<file path="config.mk">
export PLATFORM = sky130hd
export DESIGN_NAME = pms_sequencer
export DESIGN_NICKNAME = d
export VERILOG_FILES = /design/src/rtl/pms_pkg.sv /design/src/rtl/pms_sequencer.sv /design/src/rtl/pms_sync_edge.sv
export VERILOG_INCLUDE_DIRS = /design/src /design/src/rtl
export SDC_FILE = /design/constraint.sdc
export NUM_CORES = 1
export LEC_CHECK = 0
export BUFFER_PORTS_ARGS = -buffer_cell sky130_fd_sc_hd__buf_2
export CAP_MARGIN = 20
export CORE_UTILIZATION = 54
export DETAILED_ROUTE_END_ITERATION = 12
export GPL_TIMING_DRIVEN = 0
export PLACE_DENSITY = 0.76
export SETUP_SLACK_MARGIN = 0.3
export SYNTH_ARGS = -nofsm -noshare
export SYNTH_HDL_FRONTEND = slang
export SYNTH_SLANG_ARGS = --single-unit
</file>
<file path="constraint.sdc">
create_clock -name core_clk -period 2.7 [get_ports core_clk]
set_input_delay 0.405 -clock core_clk [delete_from_list [all_inputs] [get_ports core_clk]]
set_output_delay 0.405 -clock core_clk [all_outputs]
set_load 0.01 [all_outputs]
</file>
<file path="src/rtl/pms_params.svh">
// Constants of the position measurement sequencer
`ifndef PMS_PARAMS_SVH
`define PMS_PARAMS_SVH

// ****************************************************************
// Timing, in nanoseconds
// ****************************************************************
`define PMS_CLK_PERIOD_NS    4
`define PMS_PULSE_TIME_NS    10000
`define PMS_ECHO_TIME_NS     10000
`define PMS_CALC_TIME_NS     8000
`define PMS_GUARD_TIME_NS    2000
`define PMS_DECAY_INC_NS     20000
`define PMS_DECAY_ABS_NS     40000
`define PMS_INTERVAL_UNIT_NS 100

// ****************************************************************
// Thresholds, field positions and reset values
// ****************************************************************
`define PMS_AMP_VALID_MIN    16'h0800
`define PMS_FINE_QUAD_MSB    15
`define PMS_FINE_QUAD_LSB    14
`define PMS_COARSE_PER_MSB   15
`define PMS_COARSE_PER_LSB   8
`define PMS_PERIOD_RESET     8'h00

`endif

</file>
<file path="src/rtl/pms_pkg.sv">
// Types of the position measurement sequencer
package pms_pkg;

  // ****************************************************************
  // Sensor control word as written by the host
  // ****************************************************************
  typedef struct packed {
    logic go;
    logic overlap_mode_enable;
    logic fine_only_enable;
    logic indicator_enable;
    logic indicator_autoclear;
    logic indicator_flag;
  } pms_ctrl_s;

  // ****************************************************************
  // Status and results
  // ****************************************************************
  typedef struct packed {
    logic overlap_active_flag;
    logic fine_only_flag;
    logic indicator_flag;
    logic busy;
  } pms_status_s;

  typedef struct packed {
    logic [23:0] position;
    logic [15:0] amplitude;
    logic        valid;
    logic        fine_only;
    logic        fresh;
  } pms_result_s;

  typedef enum logic [2:0] {
    PMS_IDLE  = 3'b000,
    PMS_PULSE = 3'b001,
    PMS_ECHO  = 3'b010,
    PMS_CALC  = 3'b011,
    PMS_DECAY = 3'b100
  } pms_state_e;

endpackage : pms_pkg

</file>
<file path="src/rtl/pms_sequencer.sv">
// Measurement sequencer: single shot and overlapped pipeline timing
`timescale 1ns/1ps
`include "pms_params.svh"
module pms_sequencer
  import pms_pkg::*;
#(
  parameter int CW        = 22,
  parameter int PULSE_CYC = `PMS_PULSE_TIME_NS / `PMS_CLK_PERIOD_NS,
  parameter int ECHO_CYC  = `PMS_ECHO_TIME_NS / `PMS_CLK_PERIOD_NS,
  parameter int CALC_CYC  = `PMS_CALC_TIME_NS / `PMS_CLK_PERIOD_NS,
  parameter int GUARD_CYC = (`PMS_GUARD_TIME_NS + `PMS_CLK_PERIOD_NS - 1)
                            / `PMS_CLK_PERIOD_NS,
  parameter int DECAY_INC = `PMS_DECAY_INC_NS / `PMS_CLK_PERIOD_NS,
  parameter int DECAY_ABS = `PMS_DECAY_ABS_NS / `PMS_CLK_PERIOD_NS
) (
  // Clock and reset
  input  wire logic        core_clk,
  input  wire logic        nrst,
  // Control word and interval setting
  input  wire logic        ctrl_write,
  input  wire pms_ctrl_s   control,
  input  wire logic [15:0] interval_setting,
  // Host sync pin
  input  wire logic        sync_input_n,
  // Sensed echo data
  input  wire logic [15:0] fine_phase,
  input  wire logic [15:0] coarse_phase,
  input  wire logic [15:0] amplitude,
  // Coil drivers
  output logic             exc_drive,
  output logic             echo_window,
  output logic             echo_coarse,
  // Status, results and indicator pin
  output pms_status_s      status,
  output pms_result_s      result,
  output logic             indicator_out
);

  localparam logic [CW-1:0] PULSE_T = CW'(PULSE_CYC);
  localparam logic [CW-1:0] ECHO_T  = CW'(ECHO_CYC);
  localparam logic [CW-1:0] CALC_T  = CW'(CALC_CYC);
  // Three more cycles: timer reload, echo-to-calc handoff, result load
  localparam logic [CW-1:0] OVH_T   =
    CW'(ECHO_CYC + CALC_CYC + GUARD_CYC + 3);
  localparam logic [CW-1:0] DINC_T  = CW'(DECAY_INC);
  localparam logic [CW-1:0] DABS_T  = CW'(DECAY_ABS);
  localparam logic [CW-1:0] UNIT_T  =
    CW'(`PMS_INTERVAL_UNIT_NS / `PMS_CLK_PERIOD_NS);
  localparam logic [CW-1:0] ONE_T   = CW'(1);
  localparam logic [CW-1:0] HOLD_T  = '1;

  // ****************************************************************
  // Registers
  // ****************************************************************
  pms_state_e    state_reg;
  pms_ctrl_s     ctrl_reg;
  pms_result_s   live_reg;
  pms_result_s   result_reg;
  logic [CW-1:0] timer_reg;
  logic [CW-1:0] calc_cnt_reg;
  logic [CW-1:0] sync_cnt_reg;
  logic [CW-1:0] measured_reg;
  logic          pend_reg;
  logic          meas_abs_reg;
  logic          coil_coarse_reg;
  logic          calc_busy_reg;
  logic          calc_abs_reg;
  logic          abs_ok_reg;
  logic          indicator_reg;
  logic [15:0]   fine_reg;
  logic [15:0]   fine_prev_reg;
  logic [15:0]   coarse_reg;
  logic [15:0]   amp_reg;
  logic [7:0]    period_reg;

  // ****************************************************************
  // Decoding
  // ****************************************************************
  logic          sync_fall;
  logic          overlap_run;
  logic          do_absolute;
  logic          timer_zero;
  logic          echo_end;
  logic          last_echo;
  logic          calc_start;
  logic          calc_done;
  logic          res_valid;
  logic          meas_start;
  logic          single_go;
  logic [CW-1:0] interval_t;
  logic [CW-1:0] delay_tgt;
  logic [1:0]    quad_old;
  logic [1:0]    quad_new;
  logic [7:0]    period_next;

  pms_sync_edge u_sync (
    .core_clk (core_clk),
    .nrst     (nrst),
    .pin_in   (sync_input_n),
    .level    (),
    .fall     (sync_fall)
  );

  assign overlap_run = ctrl_reg.go & ctrl_reg.overlap_mode_enable;
  // Invalid results force absolute until a valid absolute arrives
  assign do_absolute = ~ctrl_reg.fine_only_enable | ~abs_ok_reg;
  assign single_go   = ctrl_write & control.go
                       & ~control.overlap_mode_enable;
  assign timer_zero  = (timer_reg == '0);
  assign echo_end    = (state_reg == PMS_ECHO) & timer_zero;
  assign last_echo   = ~meas_abs_reg | coil_coarse_reg;
  assign calc_start  = echo_end & (overlap_run | last_echo);
  assign calc_done   = calc_busy_reg & (calc_cnt_reg == '0);
  assign res_valid   = (amp_reg >= `PMS_AMP_VALID_MIN);
  assign meas_start  = (state_reg == PMS_IDLE)
                       & (overlap_run | pend_reg);

  // Zero setting selects the self-measured interval
  assign interval_t  = (interval_setting == 16'h0000) ? measured_reg
                       : CW'(interval_setting) * UNIT_T;
  // Time left for excitation once echo, calculation and guard fit
  assign delay_tgt   = (interval_t > OVH_T + ONE_T)
                       ? interval_t - OVH_T : ONE_T;

  assign quad_old    = fine_prev_reg[`PMS_FINE_QUAD_MSB:`PMS_FINE_QUAD_LSB];
  assign quad_new    = fine_reg[`PMS_FINE_QUAD_MSB:`PMS_FINE_QUAD_LSB];
  // Absolute takes the period from coarse; incremental counts wraps
  assign period_next = calc_abs_reg
    ? coarse_reg[`PMS_COARSE_PER_MSB:`PMS_COARSE_PER_LSB]
    : (quad_old == 2'b11 && quad_new == 2'b00) ? period_reg + 8'h01
    : (quad_old == 2'b00 && quad_new == 2'b11) ? period_reg - 8'h01
    : period_reg;

  assign exc_drive   = (state_reg == PMS_PULSE);
  assign echo_window = (state_reg == PMS_ECHO);
  assign echo_coarse = coil_coarse_reg;
  assign indicator_out = indicator_reg;
  assign result      = result_reg;
  assign status.overlap_active_flag = overlap_run
                       & (state_reg != PMS_IDLE);
  assign status.fine_only_flag = live_reg.fine_only;
  assign status.indicator_flag = indicator_reg;
  assign status.busy = (state_reg != PMS_IDLE) | calc_busy_reg;

  // ****************************************************************
  // Control word and trigger
  // ****************************************************************
  always_ff @(posedge core_clk or negedge nrst) begin
    if (!nrst) begin
      ctrl_reg <= '0;
      pend_reg <= 1'b0;
    end else begin
      if (ctrl_write) begin
        ctrl_reg <= control;
      end
      // A trigger landing during a measurement waits for idle
      if (single_go) begin
        pend_reg <= 1'b1;
      end else if (meas_start) begin
        pend_reg <= 1'b0;
      end
    end
  end

  // ****************************************************************
  // Interval measurement between sync falls
  // ****************************************************************
  always_ff @(posedge core_clk or negedge nrst) begin
    if (!nrst) begin
      sync_cnt_reg <= '0;
      measured_reg <= '0;
    end else if (sync_fall) begin
      sync_cnt_reg <= ONE_T;
      measured_reg <= sync_cnt_reg;
    end else if (sync_cnt_reg != HOLD_T) begin
      sync_cnt_reg <= sync_cnt_reg + ONE_T;
    end
  end

  // ****************************************************************
  // Pulse and echo sequencer
  // ****************************************************************
  always_ff @(posedge core_clk or negedge nrst) begin
    if (!nrst) begin
      state_reg       <= PMS_IDLE;
      timer_reg       <= '0;
      meas_abs_reg    <= 1'b1;
      coil_coarse_reg <= 1'b0;
    end else begin
      unique case (state_reg)
        PMS_IDLE: begin
          if (overlap_run) begin
            // No warm-up: excitation runs until the sync-timed end
            state_reg       <= PMS_PULSE;
            timer_reg       <= delay_tgt;
            meas_abs_reg    <= do_absolute;
            coil_coarse_reg <= do_absolute;
          end else if (pend_reg) begin
            state_reg       <= PMS_PULSE;
            timer_reg       <= PULSE_T;
            meas_abs_reg    <= do_absolute;
            coil_coarse_reg <= 1'b0;
          end
        end
        PMS_PULSE: begin
          if (ctrl_reg.overlap_mode_enable && !overlap_run) begin
            state_reg <= PMS_IDLE;
          end else if (overlap_run && sync_fall) begin
            timer_reg <= delay_tgt;
          end else if (timer_zero) begin
            state_reg <= PMS_ECHO;
            timer_reg <= ECHO_T;
          end else begin
            timer_reg <= timer_reg - ONE_T;
          end
        end
        PMS_ECHO: begin
          if (!timer_zero) begin
            timer_reg <= timer_reg - ONE_T;
          end else if (overlap_run) begin
            // Keep the resonator driven while calculation runs
            state_reg       <= PMS_PULSE;
            timer_reg       <= HOLD_T;
            meas_abs_reg    <= do_absolute;
            coil_coarse_reg <= do_absolute;
          end else if (!last_echo) begin
            state_reg       <= PMS_PULSE;
            timer_reg       <= PULSE_T;
            coil_coarse_reg <= 1'b1;
          end else begin
            state_reg <= PMS_CALC;
          end
        end
        PMS_CALC: begin
          if (calc_done) begin
            state_reg <= PMS_DECAY;
            timer_reg <= meas_abs_reg ? DABS_T : DINC_T;
          end
        end
        PMS_DECAY: begin
          if (timer_zero) begin
            state_reg <= PMS_IDLE;
          end else begin
            timer_reg <= timer_reg - ONE_T;
          end
        end
        default: begin
          state_reg <= PMS_IDLE;
        end
      endcase
    end
  end

  // ****************************************************************
  // Echo capture and position calculation
  // ****************************************************************
  always_ff @(posedge core_clk or negedge nrst) begin
    if (!nrst) begin
      fine_reg      <= '0;
      fine_prev_reg <= '0;
      coarse_reg    <= '0;
      amp_reg       <= '0;
      calc_busy_reg <= 1'b0;
      calc_cnt_reg  <= '0;
      calc_abs_reg  <= 1'b1;
    end else begin
      if (echo_end && coil_coarse_reg) begin
        coarse_reg <= coarse_phase;
      end else if (echo_end) begin
        fine_prev_reg <= fine_reg;
        fine_reg      <= fine_phase;
      end
      if (echo_end) begin
        amp_reg <= amplitude;
      end
      if (calc_start) begin
        calc_busy_reg <= 1'b1;
        calc_cnt_reg  <= CALC_T;
        calc_abs_reg  <= meas_abs_reg;
      end else if (calc_done) begin
        calc_busy_reg <= 1'b0;
      end else if (calc_busy_reg) begin
        calc_cnt_reg <= calc_cnt_reg - ONE_T;
      end
    end
  end

  // ****************************************************************
  // Results, absolute validity and indicator
  // ****************************************************************
  always_ff @(posedge core_clk or negedge nrst) begin
    if (!nrst) begin
      live_reg      <= '0;
      result_reg    <= '0;
      period_reg    <= `PMS_PERIOD_RESET;
      abs_ok_reg    <= 1'b0;
      indicator_reg <= 1'b0;
    end else begin
      if (calc_done) begin
        period_reg         <= period_next;
        live_reg.position  <= {period_next, fine_reg};
        live_reg.amplitude <= amp_reg;
        live_reg.valid     <= res_valid;
        live_reg.fine_only <= ~calc_abs_reg;
        live_reg.fresh     <= 1'b1;
        abs_ok_reg         <= res_valid & (calc_abs_reg | abs_ok_reg);
      end else if (sync_fall) begin
        live_reg.fresh <= 1'b0;
      end
      // Read edge takes what finished before it, else older data
      if (sync_fall) begin
        result_reg <= live_reg;
      end
      // Completion set wins over any clear in the same cycle
      if (calc_done && ctrl_reg.indicator_enable) begin
        indicator_reg <= 1'b1;
      end else if (meas_start && ctrl_reg.indicator_autoclear) begin
        indicator_reg <= 1'b0;
      end else if (ctrl_write && !control.indicator_flag) begin
        indicator_reg <= 1'b0;
      end
    end
  end
endmodule // pms_sequencer

</file>
<file path="src/rtl/pms_sync_edge.sv">
// Two-stage synchroniser with falling edge detect
`timescale 1ns/1ps
module pms_sync_edge (
  // Clock and reset
  input  wire logic core_clk,
  input  wire logic nrst,
  // Asynchronous pin
  input  wire logic pin_in,
  // Synchronised view
  output logic      level,
  output logic      fall
);

  logic meta_reg;
  logic sync_reg;
  logic last_reg;

  // Reset high: an idle active-low line must not look like an edge
  always_ff @(posedge core_clk or negedge nrst) begin
    if (!nrst) begin
      meta_reg <= 1'b1;
      sync_reg <= 1'b1;
      last_reg <= 1'b1;
    end else begin
      meta_reg <= pin_in;
      sync_reg <= meta_reg;
      last_reg <= sync_reg;
    end
  end

  assign level = sync_reg;
  assign fall  = last_reg & ~sync_reg;

endmodule // pms_sync_edge

</file>
## Yosys cells after proc, flatten, opt, wreduce, memory -nomap -nowiden

Cells that the tools add are included.

- Add/subtract/negate cells: 6
- Multipliers: 1
- Div/mod/pow operators: 0
- $lt $le $gt $ge: 2
- Equality and inequality tests: 19
- Shift-type cells: 0
- Muxes and demuxes: 53
- Bitwise gates (word level): 23
- Reduce and logical (&&, ||, !) cells: 31

Operators with widths:

| cell | count |
|---|---|
| 22-bit 2-to-1 mux | 17 |
| 22-bit one-hot mux with 5 select lines | 1 |
| 22-bit zero test | 2 |
| 22-bit by 1-bit subtractor with 22-bit output, second input constant | 2 |
| 3-bit 2-to-1 mux | 8 |
| 8-bit 2-to-1 mux | 3 |
| 22-bit by 1-bit adder with 22-bit output, second input constant | 1 |
| 22-bit by 13-bit greater-than comparator with 1-bit output, second input constant | 1 |
| 22-bit inequality test, second input constant | 1 |
| 22-bit by 13-bit subtractor with 22-bit output, second input constant | 1 |
| 16-bit by 5-bit multiplier with 21-bit output, second input constant | 1 |
| 1-bit 2-to-1 mux | 18 |
| 16-bit by 12-bit >= comparator with 1-bit output, second input constant | 1 |
| 16-bit zero test | 1 |
| 3-bit one-hot mux with 5 select lines | 1 |
| 14-bit 2-to-1 mux | 1 |
| 6-bit AND reduction | 2 |
| 2-bit nonzero test | 6 |
| 1-bit AND | 10 |
| 2-bit inequality test, second input constant | 5 |
| 3-bit inequality test, second input constant | 3 |
| 8-bit by 1-bit adder with 8-bit output, second input constant | 1 |
| 1-bit logical AND | 8 |
| 4-bit AND reduction | 2 |
| other kinds (18) | 38 |

- Register bits: 264
- Bits in latches: 0
- RAM bits: 0
- Bits in read-only memories: 0
- Bits of input ports: 74
- Word-level logic and storage cells: 170
- Memories: 0

## Longest topological paths before layout

- Depth in word-level cells: 7
- Mapped depth: 18
- Depth with buffers taken out: 16

## By module

From an unflattened synthesis, not the netlist that was laid out.

- Cells, all modules: 1429
- Area, all modules: 13486.7 um^2

By module, submodules not included:

| module | instances | cells an instance | area an instance (um^2) |
|---|---|---|---|
| pms_sequencer | 1 | 1425 | 13394.1 |
| pms_sync_edge | 1 | 4 | 92.6 |

## Least setup slack after synthesis

Ideal clock, no wire load.

- Kind: input port to flip-flop
- From: input port interval_setting[7]
- To: register timer_reg[10]
- Data arrival time: 4024 ps
- Setup slack: -1451 ps
- Stages: 18
- Buffers on the path: 2
- Cell sequence: inv_1 > ha_1 > ha_1 > inv_1 > fa_1 > inv_1 > ha_1 > buf_2 > a21oi_2 > o211a_1 > a221oi_1 > mux2_2 > o21a_1 > a311oi_1 > nand4_2 > buf_2 > a221oi_1 > nor2_1

- Cells in the longest elaborated chain, start to end: 7

RTL lines:

| item | RTL line | text |
|---|---|---|
| start: declaration | pms_sequencer.sv:22 | `input wire logic [15:0] interval_setting,` |
| 16-bit by 5-bit multiplier with 21-bit output or 16-bit zero test (tied branches) | pms_sequencer.sv:120, pms_sequencer.sv:119 |  |
| 22-bit 2-to-1 mux * | pms_sequencer.sv:119 | `assign interval_t = (interval_setting == 16'h0000) ? measured_reg` |
| 22-bit by 13-bit subtractor with 22-bit output or 22-bit by 13-bit greater-than comparator with 1-bit output (tied branches) | pms_sequencer.sv:123, pms_sequencer.sv:122 |  |
| 22-bit 2-to-1 mux * | pms_sequencer.sv:123 | `? interval_t - OVH_T : ONE_T;` |
| 22-bit 2-to-1 mux | pms_sequencer.sv:208 | `end else if (overlap_run && sync_fall) begin` |
| 22-bit 2-to-1 mux | pms_sequencer.sv:206 | `if (ctrl_reg.overlap_mode_enable && !overlap_run) begin` |
| 22-bit one-hot mux with 5 select lines * | pms_sequencer.sv:190 | `unique case (state_reg)` |
| end signal: assignment | pms_sequencer.sv:195 | `timer_reg <= delay_tgt;` |
| end signal: assignment | pms_sequencer.sv:209 | `timer_reg <= delay_tgt;` |
| end signal: assignment | pms_sequencer.sv:214 | `timer_reg <= timer_reg - ONE_T;` |
| end: declaration | pms_sequencer.sv:59 | `logic [CW-1:0] timer_reg;` |

Every way passes the cells marked *; elsewhere a longest branch is shown, timed or not. The select of a mux whose other input is x is not followed.
A chain may end at the register's enable or synchronous reset.

## Worst setup path after layout

- From: input port interval_setting[9]
- To: register timer_reg[12]

Same word-level chain as after synthesis.

==> impl_metrics.yaml <==
timing:
  setup_repair_after_global_routing_missed_its_margin: "yes"
  timing.final.crit_period_ns: 3.87
  fin_ws_ns: -1.17
  max_freq_mhz: 258
  timing.final.hold_violations: 0
  pin_slew_with_the_least_headroom_to_its_limit_ns: 0.719
  final_min_period_over_clock_period_pct: 143
  slew_violations: 0
  final.hold.worst_slack_ns: 0.0672
  report.final.setup_viol: 86
  relative_slew_margins_pct: 52.1
  timing.clock.skew_ns: 0.0140
cts:
  root_buffer: "clkbuf_16"
  tritoncts_sinks: 234
  cts_tree: "yes"
  clk_latency_ns: 0.53
  cts_max_path_buffers: 3
  clkSlewWorstSetupHoldPaths_ns: 0.06
  cts_max_level: 1
  cts_inserted_buffers: 25
global_route:
  maximum_number_of_pins_on_one_net_before_global_route_repair: 119
  grt_first_pass_wirelength_um: 62600
  grt_usage_pct: 29.7
  global_route.overflow_total: 0
  grt_antenna_before_repair: 0
  grt_pass1_vias: 12436
worst_setup_path:
  r2r_cell_count: 10
  critical_path.reg2reg.startpoint: "calc_cnt_reg[15]"
  crit_arrival_ns: 4.28
  r2r-end: "timer_reg[12]"
  crit_path_max_fanout: 8
  crit_required_ns: 3.11
  setup.worst_path.start_class: "input port"
  flop2flop_setup_slack_ns: -0.59
  criticalPathCategory: "input port to flop"
  worstSetupEndpointType: "flop"
min_path:
  timing.hold.worst_endpoint: "amp_reg[10]"
  hp-class: "input port to flop"
  worst_hold_path.num_cells: 3
  hold_path.startpoint: "amplitude[10]"
floorplanning:
  starting_utilization_of_the_core_area_pct: 55.0
  core_region_area_um2: 25100
  fp.dieArea_um2: 26200
  design.portCount: 125
  die-width_um: 162
  placementRows: 58
  die_y_um: 162
synthesis:
  yosysMostFrequentCell: "nand2_1"
  unique_masters_post_synth: 95
  asyncSetResetFlopFracSynth_pct: 100
  synth_top_cell_area_share_pct: 41.5
  post-synth-top-area-cell: "dfrtp_1"
  netlist_top_cells_area: "dfrtp_1, nand2_1, ha_1"
  synth.net_count: 1735
  synth_warnings: 0
  postSynth.topFlopCell: "dfrtp_1"
  netlist_area_um2: 13800
  synth.yosys.seq_area_share_pct: 42.4
  synth_seq_cells: 234
  synth_instances: 1582
  synth_enable_flop_cells: 0
  syn_avg_cell_area_um2: 8.73
  ys_top_cells_by_count: "nand2_1, dfrtp_1, nor2_1"
place:
  place.gp.congestion: 0.931
  placed_cells_incl_taps: 2029
  buffer_ports.inserted: 115
  dpl.hpwl_um: 25700
layout:
  final_layout_size_suffix_gt1_share_pct: 29.5
  nets: 1983
  layout-area-overhead-vs-synth_pct: 31.5
  final_cell_count_no_fill: 2178
  fill_cells: 1804
  n_antenna_cell: 0
  largest_reg_flops: 43
power_and_ir_drop:
  pleak_nw: 8.86
  power.density_cell_area_nw_per_um2: 810
  vdd.ir_drop.worst_mv: 0.578
status:
  result_of_the_run: "finished with violations"
  violations_in_the_final_reports: "negative setup slack"
detailed_routing:
  drt.antenna.violating_nets: 0
  route.final.wire_length_um: 39300
  routed_wire_length_per_instance_um: 18.0
  vias_per_cell: 5.79
  drt_iter0_markers: 1137
  post-route-drc-count: 0
  drt_pre_antenna_iters: 7
  vias: 12615
run:
  cap_violations: 0
## area by class of cell
cell class | instances | area, µm² | share of cell area, %
multi-input cells | 1201 | 8570 | 47.2
flip-flops and latches | 234 | 5870 | 32.3
repair buffers | 221 | 1660 | 9.12
clock buffers | 38 | 724 | 3.99
plain buffers | 71 | 497 | 2.73
well taps | 330 | 413 | 2.27
inverters | 76 | 308 | 1.69
clock inverters | 7 | 131 | 0.723
## power by group
| part | leakage (nW) | total, mW | internal [mW] | switching, mW |
|---|---|---|---|---|
| registers | 3.08 | 4.19 | 3.80 | 0.392 |
| logic | 5.36 | 6.96 | 3.07 | 3.88 |
| clock network | 0.414 | 3.58 | 2.15 | 1.43 |
## critical path: stages
cell,delay (ns)
buf_2,0.12
ha_1,0.29
ha_1,0.28
inv_1,0.05
fa_1,0.50
inv_1,0.04
ha_1,0.28
buf_4,0.18
a21oi_4,0.21
nand2_1,0.13
nor4_1,0.39
nor4_2,0.14
o41ai_4,0.38
buf_4,0.19
nand4_4,0.15
and3_4,0.21
o32a_1,0.34
## kinds of logic after synthesis
logic type / after synthesis / synth area share, %
compound gates: 266 / 13.0
fa+ha+maj: 79 / 7.75
buf+inv: 147 / 4.44
xor+xnor: 75 / 4.76
flops: 234 / 42.4
mux: 44 / 3.47
simple gates: 737 / 24.2
## layer usage
layer	vias to the layer above	share of wire, %	global-route usage (%)
met4	0	3.2	9.26
met2	457	49	50.4
met1	6150	42	39.4
met3	114	6.2	3.88
li1	5894	-	-
met5	-	0	0
## through the flow
| stage | area, µm² | utilization [%] | total power, mW | setup TNS [ns] | worst slack, ns |
|---|---|---|---|---|---|
| floorplan | 14300 | - | 8.07 | -26.71 | -1.23 |
| global placement | 15300 | 61.1 | 9.23 | -717.76 | -2.90 |
| detailed placement | 15400 | 61.3 | 9.36 | -51.92 | -1.90 |
| CTS | 17500 | 69.5 | 14.0 | -27.77 | -0.956 |
| global route | 18200 | 72.4 | 15.4 | -46.00 | -1.33 |
| finish | 18200 | 72.4 | 14.7 | -39.76 | -1.17 |
## how the worst max path moves through the flow
| stage | slack [ns] | cells after the start | endpoint | start |
|---|---|---|---|---|
| 2_1_floorplan | -1.23 | 16 | timer_reg[15] | interval_setting[5] |
| 3_3_place_gp | -2.90 | 1 | fine_reg[4] | nrst |
| 3_5_place_dp | -1.90 | 18 | timer_reg[18] | interval_setting[9] |
| 4_1_cts | -0.96 | 19 | timer_reg[12] | interval_setting[6] |
| 5_1_grt | -1.33 | 18 | timer_reg[18] | interval_setting[9] |
| 6_report | -1.17 | 17 | timer_reg[12] | interval_setting[9] |
## cells in the final DEF, fill, tap and decap left out, types with 12 or more instances in the layout
cell and count:
buf_2 118, a21oi_2 12, inv_1 59, dfrtp_1 226, buf_4 78, nand2b_1 12, a21oi_1 56, o21ai_1 12
mux2_4 20, nand3_1 25, nand4_1 18, ha_1 50, clkbuf_1 37, mux2i_1 12, xor2_1 39, buf_8 15
inv_2 13, and3_1 12, nand2_2 18, nor3_1 25, clkbuf_16 25, nor2_1 94, buf_6 35, ha_4 16
o21ai_0 44, nand2_1 413, xnor2_1 28
## what timing repair did
item | 4_1_cts | 5_1_grt
gates cloned | 4 | 0
hold buffers | 2 | 0
gates resized for setup | 154 | 117
endpoints found under the hold margin | 113 | 0
pin swaps | 44 | 54
setup endpoints to repair | 143 | 137
buffers inserted | 63 | 35
No activity file was read; power rests on OpenSTA's default activity.
